### src/core/sram_host_pkg.sv
// Constants for the asynchronous static memory host controller.
// Assumes a single 50 MHz core clock; all pin timing is counted in cycles.
package sram_host_pkg;

  localparam int CLK_PERIOD_PS = 20000;
  localparam int ADDR_W = 20;
  localparam int DATA_W = 16;
  localparam int LANE_W = 8;

  // Pin timing figures, in picoseconds (printed figure times 1000)
  localparam int ADDR_ACCESS_DELAY_PS = 10 * 1000;
  localparam int DRIVE_ENABLE_ACCESS_DELAY_PS = 5 * 1000;
  localparam int LANE_SELECT_ACCESS_DELAY_PS = 5 * 1000;
  localparam int DRIVE_ENABLE_FLOAT_DELAY_PS = 5 * 1000;
  localparam int LANE_SELECT_FLOAT_DELAY_PS = 6 * 1000;
  localparam int STROBE_LOW_FLOAT_DELAY_PS = 5 * 1000;
  localparam int ADDR_SETUP_TO_STORE_END_PS = 7 * 1000;
  localparam int LANE_SELECT_TO_STORE_END_PS = 7 * 1000;
  localparam int STORE_STROBE_WIDTH_PS = 7 * 1000;
  localparam int WDATA_SETUP_TO_STORE_END_PS = 5 * 1000;
  localparam int READ_CYCLE_PS = 10 * 1000;
  localparam int WRITE_CYCLE_PS = 10 * 1000;
  // Supply to first access, in microseconds
  localparam int SUPPLY_TO_FIRST_ACCESS_US = 100;

  function automatic int ceil_cycles(input int ps);
    int c;
    c = (ps + CLK_PERIOD_PS - 1) / CLK_PERIOD_PS;
    return (c < 1) ? 1 : c;
  endfunction : ceil_cycles

  function automatic int max2(input int a, input int b);
    return (a > b) ? a : b;
  endfunction : max2

  // Read: the longest of address, drive enable and lane access, plus two
  // cycles for the input synchroniser on the returning data.
  localparam int READ_WAIT_CYC = ceil_cycles(max2(ADDR_ACCESS_DELAY_PS,
    max2(DRIVE_ENABLE_ACCESS_DELAY_PS, LANE_SELECT_ACCESS_DELAY_PS)));
  localparam int SYNC_STAGES = 2;
  // Strobe low long enough for width, lane select, address and data setup
  // and for the strobe-low float delay plus data setup.
  localparam int STROBE_CYC = ceil_cycles(max2(max2(STORE_STROBE_WIDTH_PS,
    LANE_SELECT_TO_STORE_END_PS), max2(ADDR_SETUP_TO_STORE_END_PS,
    STROBE_LOW_FLOAT_DELAY_PS + WDATA_SETUP_TO_STORE_END_PS)));
  localparam int FLOAT_CYC = ceil_cycles(max2(DRIVE_ENABLE_FLOAT_DELAY_PS,
    LANE_SELECT_FLOAT_DELAY_PS));
  localparam int CYCLE_MIN_CYC = ceil_cycles(max2(READ_CYCLE_PS,
    WRITE_CYCLE_PS));
  localparam int POWER_UP_CYC = SUPPLY_TO_FIRST_ACCESS_US * 1000 * 1000
    / CLK_PERIOD_PS;
  localparam int CNT_W = 16;

  typedef enum logic [2:0] {
    ST_POWER,
    ST_IDLE,
    ST_READ,
    ST_CAPTURE,
    ST_STROBE,
    ST_HOLD,
    ST_FLOAT
  } host_state_t;

endpackage : sram_host_pkg
### src/core/sram_host.sv
// Host controller driving an asynchronous 16-bit static memory by its pins.
// Assumes the user keeps req held until ack; read data returns unclocked.
// Summary of operation
// Select means primary low, secondary high.
// Reads drive only lanes whose select is low.
// Writes use lane selects; drive enable ignored.
// Selected, strobe and drive enable high: floats.
// Write ends at first deasserting control edge.
// Read data valid 10 ns after address.
// Old data held 3 ns after address change.
// Drive enable access and float within 5 ns.
// Lane select access within 5 ns.
// Lane float within 6 ns of deselect.
// Address stable 7 ns before write end.
// Lane selects, strobe low 7 ns before end.
// Write data 5 ns setup, 0 ns hold.
// Strobe-ended cycle covers float plus setup.
// Wait 100 us after supply before access.
// Simultaneous deselect and strobe end: stays floating.
// Address valid no later than select.
// Write strobe high during every read.
// Lane floats when drive enable or select high.
// Space cycles by minimum cycle times.
`timescale 1ns/100ps
module sram_host #(
  parameter int POWER_UP_CYCLES = sram_host_pkg::POWER_UP_CYC
) (
  // Clock and reset
  input wire logic core_clk,
  input wire logic rstn,
  // User request side
  input wire logic req,
  input wire logic req_write,
  input wire logic [sram_host_pkg::ADDR_W-1:0] req_addr,
  input wire logic [sram_host_pkg::DATA_W-1:0] req_wdata,
  input wire logic [1:0] req_lanes,
  output logic ack,
  output logic [sram_host_pkg::DATA_W-1:0] rdata,
  output logic ready,
  // Memory pins
  output logic [sram_host_pkg::ADDR_W-1:0] mem_addr,
  output logic chip_select_primary_n,
  output logic chip_select_secondary,
  output logic drive_enable_n,
  output logic store_strobe_n,
  output logic lower_lane_select_n,
  output logic upper_lane_select_n,
  input wire logic [sram_host_pkg::DATA_W-1:0] mem_data_in,
  output logic [sram_host_pkg::DATA_W-1:0] mem_data_out,
  output logic [sram_host_pkg::DATA_W-1:0] mem_data_oe_n
);

  localparam logic [sram_host_pkg::CNT_W-1:0] READ_WAIT =
    sram_host_pkg::CNT_W'(sram_host_pkg::READ_WAIT_CYC
    + sram_host_pkg::SYNC_STAGES);
  localparam logic [sram_host_pkg::CNT_W-1:0] STROBE =
    sram_host_pkg::CNT_W'(sram_host_pkg::STROBE_CYC);
  localparam logic [sram_host_pkg::CNT_W-1:0] FLOAT =
    sram_host_pkg::CNT_W'(sram_host_pkg::FLOAT_CYC);
  localparam logic [sram_host_pkg::CNT_W-1:0] CYCLE_MIN =
    sram_host_pkg::CNT_W'(sram_host_pkg::CYCLE_MIN_CYC);
  localparam logic [31:0] POWER_LIMIT = 32'(POWER_UP_CYCLES);

  sram_host_pkg::host_state_t state_r;
  sram_host_pkg::host_state_t state_nxt;
  logic [sram_host_pkg::CNT_W-1:0] cnt_r;
  logic [31:0] power_cnt_r;
  logic [sram_host_pkg::CNT_W-1:0] gap_r;
  logic [sram_host_pkg::DATA_W-1:0] sync1_r;
  logic [sram_host_pkg::DATA_W-1:0] sync2_r;
  logic [1:0] lanes_r;
  logic wr_r;
  logic start;
  logic [1:0] lanes_now;

  // Pins are active in the read wait and in both write phases
  function automatic logic mem_active(
    input sram_host_pkg::host_state_t s
  );
    return s == sram_host_pkg::ST_READ || s == sram_host_pkg::ST_STROBE
      || s == sram_host_pkg::ST_HOLD;
  endfunction : mem_active

  assign ready = (state_r == sram_host_pkg::ST_IDLE)
    && (gap_r >= CYCLE_MIN);
  assign start = ready && req;
  // New lanes apply at the launch edge, else the first cycle is stale
  assign lanes_now = start ? req_lanes : lanes_r;

  always_comb
  begin
    state_nxt = state_r;
    unique case (state_r)
      sram_host_pkg::ST_POWER:
        if (power_cnt_r >= POWER_LIMIT)
          state_nxt = sram_host_pkg::ST_IDLE;
      sram_host_pkg::ST_IDLE:
        if (start)
          state_nxt = req_write ? sram_host_pkg::ST_STROBE
            : sram_host_pkg::ST_READ;
      sram_host_pkg::ST_READ:
        if (cnt_r >= READ_WAIT)
          state_nxt = sram_host_pkg::ST_CAPTURE;
      sram_host_pkg::ST_CAPTURE:
        state_nxt = sram_host_pkg::ST_FLOAT;
      sram_host_pkg::ST_STROBE:
        if (cnt_r >= STROBE)
          state_nxt = sram_host_pkg::ST_HOLD;
      sram_host_pkg::ST_HOLD:
        state_nxt = sram_host_pkg::ST_FLOAT;
      sram_host_pkg::ST_FLOAT:
        if (cnt_r >= FLOAT)
          state_nxt = sram_host_pkg::ST_IDLE;
      // Unused code falls back to the power-up wait
      default:
        state_nxt = sram_host_pkg::ST_POWER;
    endcase
  end

  always_ff @(posedge core_clk)
  begin
    if (!rstn)
      state_r <= sram_host_pkg::ST_POWER;
    else
      state_r <= state_nxt;
  end

  // Phase counter restarts on every state change
  always_ff @(posedge core_clk)
  begin
    if (!rstn || state_nxt != state_r)
      cnt_r <= sram_host_pkg::CNT_W'(1'b1);
    else if (cnt_r != '1)
      cnt_r <= cnt_r + 1'b1;
  end

  // Restarts on controller reset, since supply state is unknown to it
  always_ff @(posedge core_clk)
  begin
    if (!rstn)
      power_cnt_r <= '0;
    else if (state_r == sram_host_pkg::ST_POWER)
      power_cnt_r <= power_cnt_r + 1'b1;
  end

  // Cycles since last address launch
  always_ff @(posedge core_clk)
  begin
    if (!rstn)
      gap_r <= CYCLE_MIN;
    else if (start)
      gap_r <= sram_host_pkg::CNT_W'(1'b1);
    else if (gap_r != '1)
      gap_r <= gap_r + 1'b1;
  end

  // Address, data and lanes launched together with the request
  always_ff @(posedge core_clk)
  begin
    if (!rstn)
    begin
      mem_addr <= '0;
      mem_data_out <= '0;
      lanes_r <= 2'h0;
      wr_r <= 1'b0;
    end
    else if (start)
    begin
      mem_addr <= req_addr;
      mem_data_out <= req_wdata;
      lanes_r <= req_lanes;
      wr_r <= req_write;
    end
  end

  // Control pins from flops; address and select change on the same launch edge
  always_ff @(posedge core_clk)
  begin
    if (!rstn)
    begin
      chip_select_primary_n <= 1'b1;
      chip_select_secondary <= 1'b0;
      drive_enable_n <= 1'b1;
      store_strobe_n <= 1'b1;
      lower_lane_select_n <= 1'b1;
      upper_lane_select_n <= 1'b1;
    end
    else
    begin
      chip_select_primary_n <= !mem_active(state_nxt);
      chip_select_secondary <= mem_active(state_nxt);
      drive_enable_n <= state_nxt != sram_host_pkg::ST_READ;
      // Strobe only in write; high throughout reads
      store_strobe_n <= state_nxt != sram_host_pkg::ST_STROBE;
      lower_lane_select_n <= !(lanes_now[0] && mem_active(state_nxt));
      upper_lane_select_n <= !(lanes_now[1] && mem_active(state_nxt));
    end
  end

  // Drive data through strobe and one hold cycle
  always_ff @(posedge core_clk)
  begin
    if (!rstn)
      mem_data_oe_n <= '1;
    else if (state_nxt == sram_host_pkg::ST_STROBE
      || state_nxt == sram_host_pkg::ST_HOLD)
      mem_data_oe_n <= {{sram_host_pkg::LANE_W{!lanes_now[1]}},
        {sram_host_pkg::LANE_W{!lanes_now[0]}}};
    else
      mem_data_oe_n <= '1;
  end

  // Read data crosses from the pins through two flops
  always_ff @(posedge core_clk)
  begin
    if (!rstn)
    begin
      sync1_r <= '0;
      sync2_r <= '0;
    end
    else
    begin
      sync1_r <= mem_data_in;
      sync2_r <= sync1_r;
    end
  end

  always_ff @(posedge core_clk)
  begin
    if (!rstn)
      rdata <= '0;
    else if (state_r == sram_host_pkg::ST_CAPTURE)
      rdata <= {lanes_r[1] ? sync2_r[sram_host_pkg::DATA_W-1:
        sram_host_pkg::LANE_W] : sram_host_pkg::LANE_W'(0),
        lanes_r[0] ? sync2_r[sram_host_pkg::LANE_W-1:0]
        : sram_host_pkg::LANE_W'(0)};
  end

  always_ff @(posedge core_clk)
  begin
    if (!rstn)
      ack <= 1'b0;
    else
      ack <= state_r == sram_host_pkg::ST_CAPTURE
        || (state_r == sram_host_pkg::ST_HOLD && wr_r);
  end

endmodule : sram_host

### config.mk
export PLATFORM = sky130hd
export DESIGN_NAME = sram_host
export DESIGN_NICKNAME = d
export VERILOG_FILES = /design/src/core/sram_host_pkg.sv /design/src/core/sram_host.sv
export SDC_FILE = /design/constraint.sdc
export NUM_CORES = 1
export LEC_CHECK = 0
export BUFFER_PORTS_ARGS = -buffer_cell sky130_fd_sc_hd__buf_2
export CORE_ASPECT_RATIO = 1.1
export CORE_UTILIZATION = 61
export CTS_BUF_LIST = sky130_fd_sc_hd__clkbuf_8
export DETAILED_ROUTE_END_ITERATION = 12
export HOLD_SLACK_MARGIN = 0.08
export PLACE_DENSITY_LB_ADDON = 0.15
export SETUP_SLACK_MARGIN = 0.3
export SLEW_MARGIN = 30
export SYNTH_ARGS = -nofsm -noshare
export SYNTH_HDL_FRONTEND = slang
export SYNTH_SLANG_ARGS = --single-unit
### constraint.sdc
create_clock -name core_clk -period 4.5 [get_ports core_clk]
set_clock_uncertainty 0.15 [all_clocks]
set_input_delay 0 -clock core_clk [delete_from_list [all_inputs] [get_ports core_clk]]
set_output_delay 0 -clock core_clk [all_outputs]
set_load 0.05 [all_outputs]
-- Yosys cells after proc, flatten, opt, wreduce, memory -nomap -nowiden
Cells that the tools add are included.
- register bits: 170
- input port bits: 58
- output and inout bits: 76
- word-level logic and storage cells: 71
- $add $sub $neg: 3
- magnitude comparators: 4
- eq/ne operators: 14
- muxes and demuxes: 10
- bitwise gates (word level): 1
- reductions and logical operators: 20
- operators with widths (operator ; count):
    16-bit by 1-bit adder with 16-bit output, second input constant ; 2
    32-bit by 1-bit adder with 32-bit output, second input constant ; 1
    16-bit by 1-bit >= comparator with 1-bit output, second input constant ; 2
    32-bit by 13-bit >= comparator with 1-bit output, second input constant ; 1
    16-bit != test, second input constant ; 2
    3-bit 2-to-1 mux ; 6
    3-bit case mux with 6 select lines ; 1
    16-bit by 2-bit >= comparator with 1-bit output, second input constant ; 1
    8-bit 2-to-1 mux ; 2
    3-bit == test, second input constant ; 5
    3-bit by 2-bit == test with 1-bit output, second input constant ; 3
    1-bit logical NOT ; 6
    1-bit logical AND ; 5
    1-bit logical OR ; 5
    2-bit OR reduction ; 2
    3-bit by 1-bit == test with 1-bit output, second input constant ; 1
    3-bit logical NOT ; 1
    3-bit by 2-bit != test with 1-bit output, second input constant ; 1
    3-bit != test ; 1
    3-bit != test, second input constant ; 1
    2-bit 2-to-1 mux ; 1
    2-bit AND reduction ; 1
    1-bit inverter ; 1

-- Longest topological paths before layout
Gate-level depths: netlist of the first run.
- word-level depth: 10
- gate-level depth with buffers: 9
- mapped depth without buffers: 7

-- Worst setup path before layout of the first run
No wires, ideal clock.
- path type: reg-to-reg
- start: register gap_r[1] (netlist bit)
- end: register cnt_r[0] (netlist bit)
- setup time: 127 ps
- data arrival time: 2060 ps
- data required time: 4223 ps
- slack: 2163 ps
- stages on the path, launching flop included: 8
- buffers on the path: 0
- period minus slack after synthesis: 2337 ps
- path through: dfxtp_1 -> inv_1 -> ha_1 -> or4_4 -> o41ai_4 -> o2bb2ai_2 -> a21oi_2 -> or3_1
- cells in the longest elaborated chain, start to end: 7
- RTL lines (item ; line ; text):
    from (decl) ; sram_host.sv:68 ; logic [sram_host_pkg::CNT_W-1:0] gap_r;
    from (signal assigned) ; sram_host.sv:152 ; gap_r <= sram_host_pkg::CNT_W'(1'b1);
    from (signal assigned) ; sram_host.sv:154 ; gap_r <= gap_r + 1'b1;
    16-bit by 1-bit >= comparator with 1-bit output ; sram_host.sv:85 ; && (gap_r >= CYCLE_MIN);
    1-bit logical AND ; sram_host.sv:85 ;
    1-bit logical AND ; sram_host.sv:86 ; assign start = ready && req;
    3-bit 2-to-1 mux ; sram_host.sv:98 ; if (start)
    3-bit case mux with 6 select lines ; sram_host.sv:93 ; unique case (state_r)
    3-bit != test ; sram_host.sv:131 ; if (!rstn || state_nxt != state_r)
    1-bit logical OR ; sram_host.sv:131 ;
    to (signal assigned) ; sram_host.sv:132 ; cnt_r <= sram_host_pkg::CNT_W'(1'b1);
    to (signal assigned) ; sram_host.sv:134 ; cnt_r <= cnt_r + 1'b1;
    to (decl) ; sram_host.sv:66 ; logic [sram_host_pkg::CNT_W-1:0] cnt_r;
No other way between the ends.
A chain may end at the register's enable or synchronous reset.

-- Final worst setup path of the first run
- start: register gap_r[1] (netlist bit)
- end: register lower_lane_select_n
- cells in the longest elaborated chain, start to end: 10
- elaborated cells on any way between the ends: 13
- those cells by class: 1 x order compare; 3 x eq/ne; 3 x mux; 6 x reduce/logical
- RTL lines (item ; line ; text):
    16-bit by 1-bit >= comparator with 1-bit output * ; sram_host.sv:85 ;
    1-bit logical AND * ; sram_host.sv:85 ;
    1-bit logical AND * ; sram_host.sv:86 ;
    3-bit 2-to-1 mux ; sram_host.sv:98 ;
    3-bit case mux with 6 select lines ; sram_host.sv:93 ;
    3-bit by 2-bit == test with 1-bit output or 3-bit == test (tied branches) ; sram_host.sv:80 ; return s == sram_host_pkg::ST_READ || s == sram_host_pkg::ST_STROBE
    1-bit logical OR ; sram_host.sv:80 ;
    1-bit logical OR ; sram_host.sv:81 ; || s == sram_host_pkg::ST_HOLD;
    1-bit logical AND * ; sram_host.sv:195 ; lower_lane_select_n <= !(lanes_now[0] && mem_active(state_nxt));
    1-bit logical NOT * ; sram_host.sv:195 ;
    to (signal assigned) ; sram_host.sv:195 ;
    to (decl) ; sram_host.sv:46 ; output logic lower_lane_select_n,
Mark *: on every way between the ends. The rest lies on a longest branch, timed or not.

==> results of run 1 <==
[routing by layer]
metal	GRT usage	vias up	share of wire
met5	0	-	0
met4	0.177	0	0.039
met3	0.0704	65	0.053
met2	0.559	237	0.51
met1	0.351	3026	0.40
li1	-	3009	-
[repair_timing]
item                                   CTS  global route
endpoints found under the hold margin   87             0
hold buffers                            87             0
buffers inserted                         0             0
gates resized for setup                  0             0
[per-stage QoR]
step | hold slack [ns] | power (uW) | instance area, um^2 | util
floorplan | -0.0227 | 2040 | 6790 | -
global placement | 0.0566 | 2150 | 7390 | 0.680
detailed placement | 0.0615 | 2170 | 7400 | 0.681
CTS | 0.157 | 3190 | 8630 | 0.795
global route | 0.184 | 3340 | 8640 | 0.796
finish | 0.178 | 3220 | 8640 | 0.796
[layout by cell type (no fill, tap or decap), types with 12 or more instances in the layout]
master	netlist	routed
and2_1	39	39
dfxtp_1	163	163
a211oi_1	12	12
nor2_1	43	42
nand4_1	13	13
nand2_1	115	115
o21ai_0	13	13
a21oi_1	70	70
nor4_1	21	21
nor3_1	16	14
dlygate4sd3_1	0	87
nor3_2	10	12
nand3_1	43	43
clkbuf_8	0	18
buf_2	3	133
xnor2_1	35	35
inv_1	18	20
[area by class of cell]
class	instances	share of cell area
Timing Repair Buffer	224	0.181
Clock buffer	18	0.0287
Inverter	18	0.00796
Clock inverter	14	0.0136
Sequential cell	163	0.378
Tap cell	147	0.0213
Multi-Input combinational cell	535	0.370
[worst max-delay path, cell delays in order, from the launching register on]
cell           delay (ns)
dfxtp_1              0.40
inv_1                0.09
ha_1                 0.19
or4_4                0.45
o41a_1               0.53
nand3_1              0.13
dlygate4sd3_1        0.57
a21oi_1              0.07
dlygate4sd3_1        0.62
o21ai_1              0.12
[power by group through the flow]
stage	Combinational, uW	Sequential, uW	Clock [uW]
2_1_floorplan	339	1700	0
3_3_place_gp	527	1620	0
3_5_place_dp	543	1620	0
4_1_cts	610	1590	992
5_1_grt	683	1610	1050
6_report	633	1600	988
[cell families (layout without fill, tap and decap cells)]
group           after synthesis  after routing  synth area share
simple gates                358            358             0.279
flops                       163            163             0.481
compound gates              123            123             0.114
buf+inv                      72            274            0.0514
xor+xnor                     42             42            0.0542
fa+ha+maj                     8              8            0.0147
mux                           4              4           0.00590
[state kept, by name (all words and copies together) (netlist names), 2 cells and up]
register       flops
mem_data_oe_n      2
state_r            3
sync1_r           16
power_cnt_r       32
mem_data_out      16
sync2_r           16
mem_addr          20
cnt_r             16
gap_r             16
lanes_r            2
rdata             16
[worst paths after layout]
path                     start                   to  slack (ns)  cells past startpoint
setup / recovery      gap_r[1]  lower_lane_select_n        1.09                      9
hold / removal    req_addr[19]         mem_addr[19]        0.18                      4
setup reg to reg      gap_r[1]  lower_lane_select_n        1.09                      9
hold reg to reg    sync1_r[14]          sync2_r[14]        0.29                      1
==> results by group, run 1 <==
Synthesis
  – Syn nets: approximately 840
  – Synthesized instance count: 770
  – Flops & latches, synth: approximately 160
  – Post-synth EDFFs: 0
  – Proportion of netlist area held by the largest area contributor: 0.481
  – Yosys warning total: 0
  – Syn Area/Cell: between 8 and 9 um^2
  – Sequential fraction of the synthesis area: 0.481
  – Async SR Flop Fraction: 0
  – Top-count cell post-synth: dfxtp_1
  – Mapped Area: approximately 6800 um^2
  – Dominant cells by area after synthesis: dfxtp_1 48%, nand2_1 6.4%, a21oi_1 5.2%
  – Post-synth top flop: dfxtp_1
  – Synth cell count leaders: 163 x dfxtp_1, 115 x nand2_1, 70 x a21oi_1
  – Area leader, netlist: dfxtp_1
  – Post-synth cell types: 55

CTS
  – TritonCTS buffer count: 17
  – Worst-Skew Late Latency: roughly 0.46 ns
  – CTS Buffer Depth: 2
  – CTS root buf: clkbuf_8
  – CTS tree: done
  – Clk sinks: between 150 and 200
  – H-tree depth: 4
  – CTS clock-pin slew for the worst setup and hold paths: ~0.09 ns

Cells and area
  – Non-Filler Instances: 1,119
  – Proportion of layout cells with a drive suffix above 1: 0.220
  – Final #Nets: between 1,000 and 1,500
  – Register area: about 3300 um^2
  – Area taken by multi-input logic gates: roughly 3200 um^2
  – Diode count: 0
  – Syn-to-layout area delta: 27.3%
  – Fillers: around 720

GRT
  – Gr usage total: 0.319
  – Initial antenna violation count: 0
  – First-pass GRT wire length: 28.5 mm
  – Vias in the first global route: ~6,000
  – Largest net degree at the start of global routing: 47
  – Remaining global-route overflow: 0

STA
  – Fin. Hold Viols: 0
  – Max Fclk: approximately 300 MHz
  – Worst-Margin Slew: 0.728 ns
  – RSZ-0062 raised after global routing: false
  – Pins Over Slew Limit: 0
  – Max_slew headroom: 0.515
  – # setup viols final: 0
  – Fin worst setup slack: 1.09 ns
  – Clock period minus final worst setup slack: approximately 3.4 ns
  – Setup_tns: 0 ns
  – Tcrit/Tclk final: 0.757

Pwr
  – Int Pwr: around 2200 uW
  – VDD IR-drop max: approximately 0.21 mV
  – P per Cell Area: 372 nW/um^2
  – Combinational fraction of design power: 0.197
  – Switching power as a share of total power: 0.318
  – NetSw: about 1000 uW
  – Clock network power share: 0.307
  – Sequential share of power: 0.496
  – Leak pwr: around 0.0033 uW

Placed design
  – Place WS: roughly 1.8 ns
  – Port buffer count: 133
  – Routability Congestion: 0.861
  – HPWL Detailed: a little over 10 mm
  – Placed cells: about 1,000

Setup path
  – Worst setup EP type: register
  – CP Max Fanout: 5
  – Crit Path Class: register to register
  – Arr. time, crit path: between 3 and 4 ns
  – Required @ worst endpoint: about 4.7 ns
  – Nature of the critical path startpoint: register

Route
  – Drt first pass iters: 5
  – Vias: about 6,300
  – Post-DR wirelength/cell: roughly 16 um
  – DRC: 0
  – Initial drt markers: 343
  – ANT nets after route: 0
  – DR vias/cell: 5.66
  – Drt total wl: 18.1 mm

Floorplanning
  – Core Footprint: 10,900 um^2
  – Die ar.: about 12,000 um^2
  – Starting density of the core: 0.625
  – Die Wd: between 100 and 150 um
  – IO Count: between 100 and 150
  – Die H: 113 um
  – Rows: 40

Run
  – MaxCap Viol Count: 0

Worst hold path
  – Min-Delay Path Class: input port to register

Outcome
  – Status: completed
Note: power is estimated with default switching activity, not from simulation.
==> run 2, diff against run 1 <==
--- a/config.mk
+++ b/config.mk
@@ -7,7 +7,7 @@
 export LEC_CHECK = 0
 export BUFFER_PORTS_ARGS = -buffer_cell sky130_fd_sc_hd__buf_2
 export CORE_ASPECT_RATIO = 1.1
-export CORE_UTILIZATION = 61
+export CORE_UTILIZATION = 57
 export CTS_BUF_LIST = sky130_fd_sc_hd__clkbuf_8
 export DETAILED_ROUTE_END_ITERATION = 12
 export HOLD_SLACK_MARGIN = 0.08
==> constraint.sdc (replaced) <==
create_clock -name core_clk -period 3.5 [get_ports core_clk]
set_clock_uncertainty 0.15 [all_clocks]
set_input_delay 0 -clock core_clk [delete_from_list [all_inputs] [get_ports core_clk]]
set_output_delay 0 -clock core_clk [all_outputs]
set_load 0.05 [all_outputs]
==> results by group, run 2 (synthesis results as in run 1) <==
Outcome
  – Status: completed

Cells and area
  – Syn-to-layout area delta: 26.0%
  – Final #Nets: 1,018 (-0.68%)
  – Max FFs per register: 32 (unchanged)
  – Commonest non-fill, non-tap cell in the layout: dfxtp_1
  – Proportion of layout cells with a drive suffix above 1: 0.226 (+0.00588)
  – Most frequent cells in the layout: 163 x dfxtp_1, 133 x buf_2, 114 x nand2_1
  – Largest Register: power_cnt_r
  – Biggest regs: power_cnt_r (32), mem_addr (20)

Floorplanning
  – Core Footprint: 11,500 um^2 (+6.3%)
  – Starting density of the core: 0.588 (-0.0369)
  – Rows: 41 (+2.5%)
  – Die ar.: 12,300 um^2 (+6.9%)
  – Die Wd: 106 um (+3.4%)
  – Die H: 116 um (+3.4%)
  – IO Count: 134 (unchanged)

Setup path
  – Worst setup EP type: register
  – CP Max Fanout: 24 (+19)
  – Cell chain of the critical path: inv_1 -> ha_1 -> or4_4 -> o41a_1 -> nand2_2 -> buf_4 -> nand2_1 -> a21oi_1
  – Arr. time, crit path: 3.16 ns (-0.46 ns)
  – Critical path's largest stage delay: 0.52 ns (-0.10 ns)
  – Required @ worst endpoint: 3.73 ns (-0.99 ns)
  – Crit-path leading delay family: simple AND/OR/NAND/NOR gates
  – Worst path buffer plus inverter count: 2 (-1)
  – Crit Path Class: register to register
  – CP max-delay cell: o41a_1
  – Nature of the critical path startpoint: register

CTS
  – CTS root buf: clkbuf_8
  – Worst-Skew Late Latency: 0.45 ns (about the same)
  – Clk sinks: 163 (unchanged)
  – CTS Buffer Depth: 2 (unchanged)
  – CTS clock-pin slew for the worst setup and hold paths: 0.08 ns (about the same)
  – H-tree depth: 4 (unchanged)
  – TritonCTS buffer count: 17 (unchanged)
  – # Post-CTS Setup Buffers: 0 (unchanged)
  – CTS tree: done

Route
  – Drt total wl: 16.7 mm (-8.1%)
  – Initial drt markers: 349 (+1.7%)
  – Vias: 6,052 (-4.5%)
  – Drt first pass iters: 4 (-1)
  – ANT nets after route: 0 (unchanged)
  – DRC: 0 (unchanged)
  – Post-DR wirelength/cell: 15.0 um (-7.4%)
  – DR vias/cell: 5.45 (-3.8%)

Pwr
  – Sequential share of power: 0.495 (about the same)
  – Clock network power share: 0.312 (+0.005)
  – NetSw: 1280 uW (+25%)
  – Leak pwr: 0.00328 uW (-0.41%)
  – Combinational fraction of design power: 0.194 (-0.003)
  – Int Pwr: 2880 uW (+31%)
  – VDD IR-drop max: 0.260 mV (+25%)
  – Switching power as a share of total power: 0.307 (-0.0108)
  – P per Cell Area: 486 nW/um^2 (+30%)

STA
  – Fin worst setup slack: 0.571 ns (-0.523 ns)
  – # setup viols final: 0 (unchanged)
  – Worst-Margin Slew: 0.830 ns (+0.102 ns)
  – Pins Over Slew Limit: 0 (unchanged)
  – Tcrit/Tclk final: 0.837 (+0.0801)
  – Clock period minus final worst setup slack: 2.93 ns (-0.477 ns)
  – Fin. Hold Viols: 0 (unchanged)
  – Max Fclk: 341 MHz (+16%)
  – Max_slew headroom: 0.442 (-0.0723)
  – Fin Hold WS: 0.175 ns (-0.00255 ns)
  – RSZ-0062 raised after global routing: false
  – Setup_tns: 0 ns (unchanged)

Placed design
  – Routability Congestion: 0.801 (-7.0%)
  – Port buffer count: 133 (unchanged)
  – HPWL Detailed: 10.4 mm (+1.9%)
  – Place WS: 0.415 ns (-1.37 ns)

GRT
  – Initial antenna violation count: 1 (+1)
  – Remaining global-route overflow: 0 (unchanged)
  – Largest net degree at the start of global routing: 70 (+49%)
  – Gr usage total: 0.274 (-0.0455)
  – First-pass GRT wire length: 26.5 mm (-7.0%)
  – Vias in the first global route: 5,626 (-8.8%)

Run
  – MaxCap Viol Count: 0 (unchanged)

Worst hold path
  – Min-Delay Path Class: input port to register
run 2: cell count changes in the layout (fill, tap and decap cells not counted), moves of 2 or more:
cell	before	now
clkinvlp_4	6	4
buf_4	4	10
dlygate4sd3_1	87	74
inv_1	20	17
nor3_2	12	10
nor3_1	14	16
run 2: what timing repair did:
action	CTS	global route
hold endpoints to repair	103	0
hold buffers	74	0
endpoints found under the setup margin	0	3
gates resized for setup	0	1
run 2: final timing paths:
check | startpoint | end | slack [ns] | cells past startpoint
max | gap_r[1] | mem_addr[15] | 0.57 | 8
min | req_addr[18] | mem_addr[18] | 0.18 | 4
max reg2reg | gap_r[1] | mem_addr[15] | 0.57 | 8
min reg2reg | sync1_r[12] | sync2_r[12] | 0.28 | 1
run 2: power groups by stage:
stage | registers, uW | clock network, uW | logic (uW)
after floorplan | 2190 | 0 | 436
after global placement | 2090 | 0 | 698
after detailed placement | 2090 | 0 | 721
after CTS | 2050 | 1310 | 789
after global routing | 2070 | 1390 | 874
final | 2050 | 1290 | 805
run 2: per-stage QoR:
stage | instances | total power, uW | util | instance area (um^2)
floorplan | 770 | 2620 | - | 6790
CTS | 1110 | 4150 | 0.740 | 8540
detailed placement | 1009 | 2810 | 0.644 | 7440
finish | 1111 | 4150 | 0.741 | 8550
global placement | 1009 | 2780 | 0.644 | 7440
global route | 1111 | 4330 | 0.741 | 8550
run 2: worst reg2reg max path, cell delays in order, from the launching register on:
cell     delay, ns
dfxtp_1       0.40
inv_1         0.10
ha_1          0.19
or4_4         0.45
o41a_1        0.52
nand2_2       0.44
buf_4         0.36
nand2_1       0.10
a21oi_1       0.16
run 2: area by class of cell:
| class | instances | area (um^2) |
|---|---|---|
| Sequential cell | 163 | 3260 |
| Multi-Input combinational cell | 535 | 3190 |
| Fill cell | 855 | 2990 |
| Timing Repair Buffer | 217 | 1480 |
| Clock buffer | 18 | 248 |
| Tap cell | 150 | 188 |
| Clock inverter | 9 | 113 |
| Inverter | 18 | 68.8 |
| Antenna cell | 1 | 2.50 |
run 2: per-layer routing:
metal / track usage / share of wire / vias up
li1: - / - / 2987
met1: 0.319 / 0.43 / 2865
met2: 0.479 / 0.50 / 155
met3: 0.0541 / 0.033 / 45
met4: 0.146 / 0.034 / 0
met5: 0 / 0 / -
==> run 3, diff against run 2 <==
==> constraint.sdc (replaced) <==
create_clock -name core_clk -period 3.1 [get_ports core_clk]
set_clock_uncertainty 0.15 [all_clocks]
set_input_delay 0 -clock core_clk [delete_from_list [all_inputs] [get_ports core_clk]]
set_output_delay 0 -clock core_clk [all_outputs]
set_load 0.05 [all_outputs]
==> results by group, run 3 (synthesis results as in run 1) <==
STA
  – Clock period minus final worst setup slack: 2.73 ns (-0.202 ns)
  – # setup viols final: 0 (unchanged)
  – Fin worst setup slack: 0.373 ns (-0.198 ns)
  – Fin. Hold Viols: 0 (unchanged)
  – Max_slew headroom: 0.484 (+0.0413)
  – Max Fclk: 367 MHz (+7.4%)
  – Worst-Margin Slew: 0.770 ns (-0.0602 ns)
  – Setup_tns: 0 ns (unchanged)
  – Tcrit/Tclk final: 0.880 (+0.0429)
  – RSZ-0062 raised after global routing: true
  – Pins Over Slew Limit: 0 (unchanged)

Placed design
  – Routability Congestion: 0.841 (+5.0%)
  – Port buffer count: 133 (unchanged)
  – HPWL Detailed: 10.1 mm (-2.2%)
  – Placed cells: 1,010 (+0.099%)
  – Place WS: 0.362 ns (-0.0527 ns)

Setup path
  – CP max-delay cell: dlygate4sd3_1
  – Crit-path leading delay family: compound AO/OA/AOI/OAI gates
  – Required @ worst endpoint: 3.34 ns (-0.39 ns)
  – Crit Reg-Reg Endpoint: lower_lane_select_n
  – CP Max Fanout: 6 (-75%)
  – Nature of the critical path startpoint: register
  – Crit Path Class: register to register
  – Worst path buffer plus inverter count: 2 (unchanged)
  – Reg2Reg Depth: 8 (unchanged)
  – Arr. time, crit path: 2.97 ns (-0.19 ns)
  – Cell chain of the critical path: inv_1 -> ha_1 -> or4b_4 -> o41a_1 -> nand3_1 -> dlygate4sd3_1 -> a21oi_1 -> o21ai_1
  – Worst setup EP type: register
  – Critical path's largest stage delay: 0.55 ns (+0.03 ns)
  – R2R Setup Slk: 0.37 ns (-0.20 ns)
  – Reg-to-reg critical path startpoint: gap_r[0]

CTS
  – Worst-Skew Late Latency: 0.47 ns (+0.02 ns)
  – CTS Buffer Depth: 2 (unchanged)
  – CTS root buf: clkbuf_8
  – # Post-CTS Setup Buffers: 0 (unchanged)
  – Clk sinks: 163 (unchanged)
  – CTS tree: done
  – TritonCTS buffer count: 17 (unchanged)
  – H-tree depth: 4 (unchanged)
  – CTS clock-pin slew for the worst setup and hold paths: 0.09 ns (about the same)

Cells and area
  – Final #Nets: 1,020 (+0.20%)
  – Syn-to-layout area delta: 27.2%
  – Diode count: 0 (-1)
  – Most frequent cells in the layout: 161 x dfxtp_1, 133 x buf_2, 114 x nand2_1
  – Biggest regs: power_cnt_r (32), mem_addr (20)
  – Commonest non-fill, non-tap cell in the layout: dfxtp_1
  – Max FFs per register: 32 (unchanged)
  – Non-Filler Instances: 1,117 (+0.54%)
  – Proportion of layout cells with a drive suffix above 1: 0.233 (+0.00664)
  – Largest Register: power_cnt_r

Pwr
  – VDD IR-drop max: 0.357 mV (+37%)
  – Leak pwr: 0.00333 uW (+1.4%)
  – Pwr Total: 4800 uW (+16%)
  – P per Cell Area: 555 nW/um^2 (+14%)

Floorplanning
  – Die H: 116 um (unchanged)
  – Die ar.: 12,300 um^2 (unchanged)
  – Die Wd: 106 um (unchanged)
  – IO Count: 134 (unchanged)
  – Core Footprint: 11,500 um^2 (unchanged)
  – Rows: 41 (unchanged)
  – Starting density of the core: 0.588 (unchanged)

Route
  – Vias: 6,142 (+1.5%)
  – DR vias/cell: 5.50 (+0.94%)
  – Post-DR wirelength/cell: 15.2 um (+1.3%)
  – Drt total wl: 17.0 mm (+1.9%)
  – DRC: 0 (unchanged)
  – Initial drt markers: 418 (+20%)
  – ANT nets after route: 0 (unchanged)
  – Drt first pass iters: 5 (+1)

GRT
  – Gr usage total: 0.278 (+0.00408)
  – Largest net degree at the start of global routing: 59 (-16%)
  – Vias in the first global route: 5,910 (+5.0%)
  – First-pass GRT wire length: 27.2 mm (+2.7%)
  – Initial antenna violation count: 0 (-1)
  – Remaining global-route overflow: 0 (unchanged)

Worst hold path
  – Min-Delay Path Class: input port to register
  – Hold Path Origin: req_addr[13]
  – WHS Path Cells: 4 (unchanged)
  – Hold endpoint: mem_addr[13]

Outcome
  – Status: completed

Run
  – MaxCap Viol Count: 0 (unchanged)
## run 3: what timing repair did
item,CTS,global route
hold buffers,75,0
endpoints found under the hold margin,87,0
gates resized for setup,0,5
setup endpoints to repair,0,8
## run 3: worst max-delay path by stage
stage                         from                  end  cells past startpoint
final                     gap_r[0]  lower_lane_select_n                      8
after detailed placement  gap_r[0]             cnt_r[0]                      7
after floorplan           gap_r[1]             cnt_r[0]                      7
after global routing      gap_r[0]  lower_lane_select_n                      8
after CTS                 gap_r[1]  lower_lane_select_n                      8
after global placement    gap_r[0]             cnt_r[0]                      7
## run 3: tightest hold or removal path: cells and delay by family
kind / cells / cell delay, ns
buffers and inverters: 2 / 0.65
AND/OR/NAND/NOR: 1 / 0.05
AO/OA/AOI/OAI: 1 / 0.05
## run 3: where the power goes
| group | switching (uW) | internal [uW] | leakage [uW] |
|---|---|---|---|
| Sequential | 114 | 2210 | 0.00132 |
| Clock | 800 | 770 | 0.000206 |
| Combinational | 580 | 326 | 0.00180 |
| Total | 1490 | 3300 | 0.00333 |
## run 3: area by class of cell
class | count | area [um^2]
sequential | 163 | 3270
multi-input combinational | 535 | 3190
fill | 812 | 2910
timing repair buffer | 219 | 1510
clock buffer | 19 | 262
tap | 150 | 188
clock inverter | 13 | 148
inverter | 18 | 68.8
## run 3: through the flow
step	utilization	instance area (um^2)	hold WS, ns
final	0.748	8640	0.168
after global routing	0.748	8640	0.172
after CTS	0.747	8620	0.150
after detailed placement	0.646	7460	0.0605
after global placement	0.646	7460	0.0578
after floorplan	-	6790	-0.0227
## run 3: per-layer routing
metal / wire (um) / vias to the layer above / share of wire / global-route usage
met2: 8590 / 227 / 0.51 / 0.488
met5: 0 / - / 0 / 0
li1: - / 3003 / - / -
met4: 612 / 0 / 0.036 / 0.157
met3: 836 / 53 / 0.049 / 0.0575
met1: 6950 / 2859 / 0.41 / 0.317
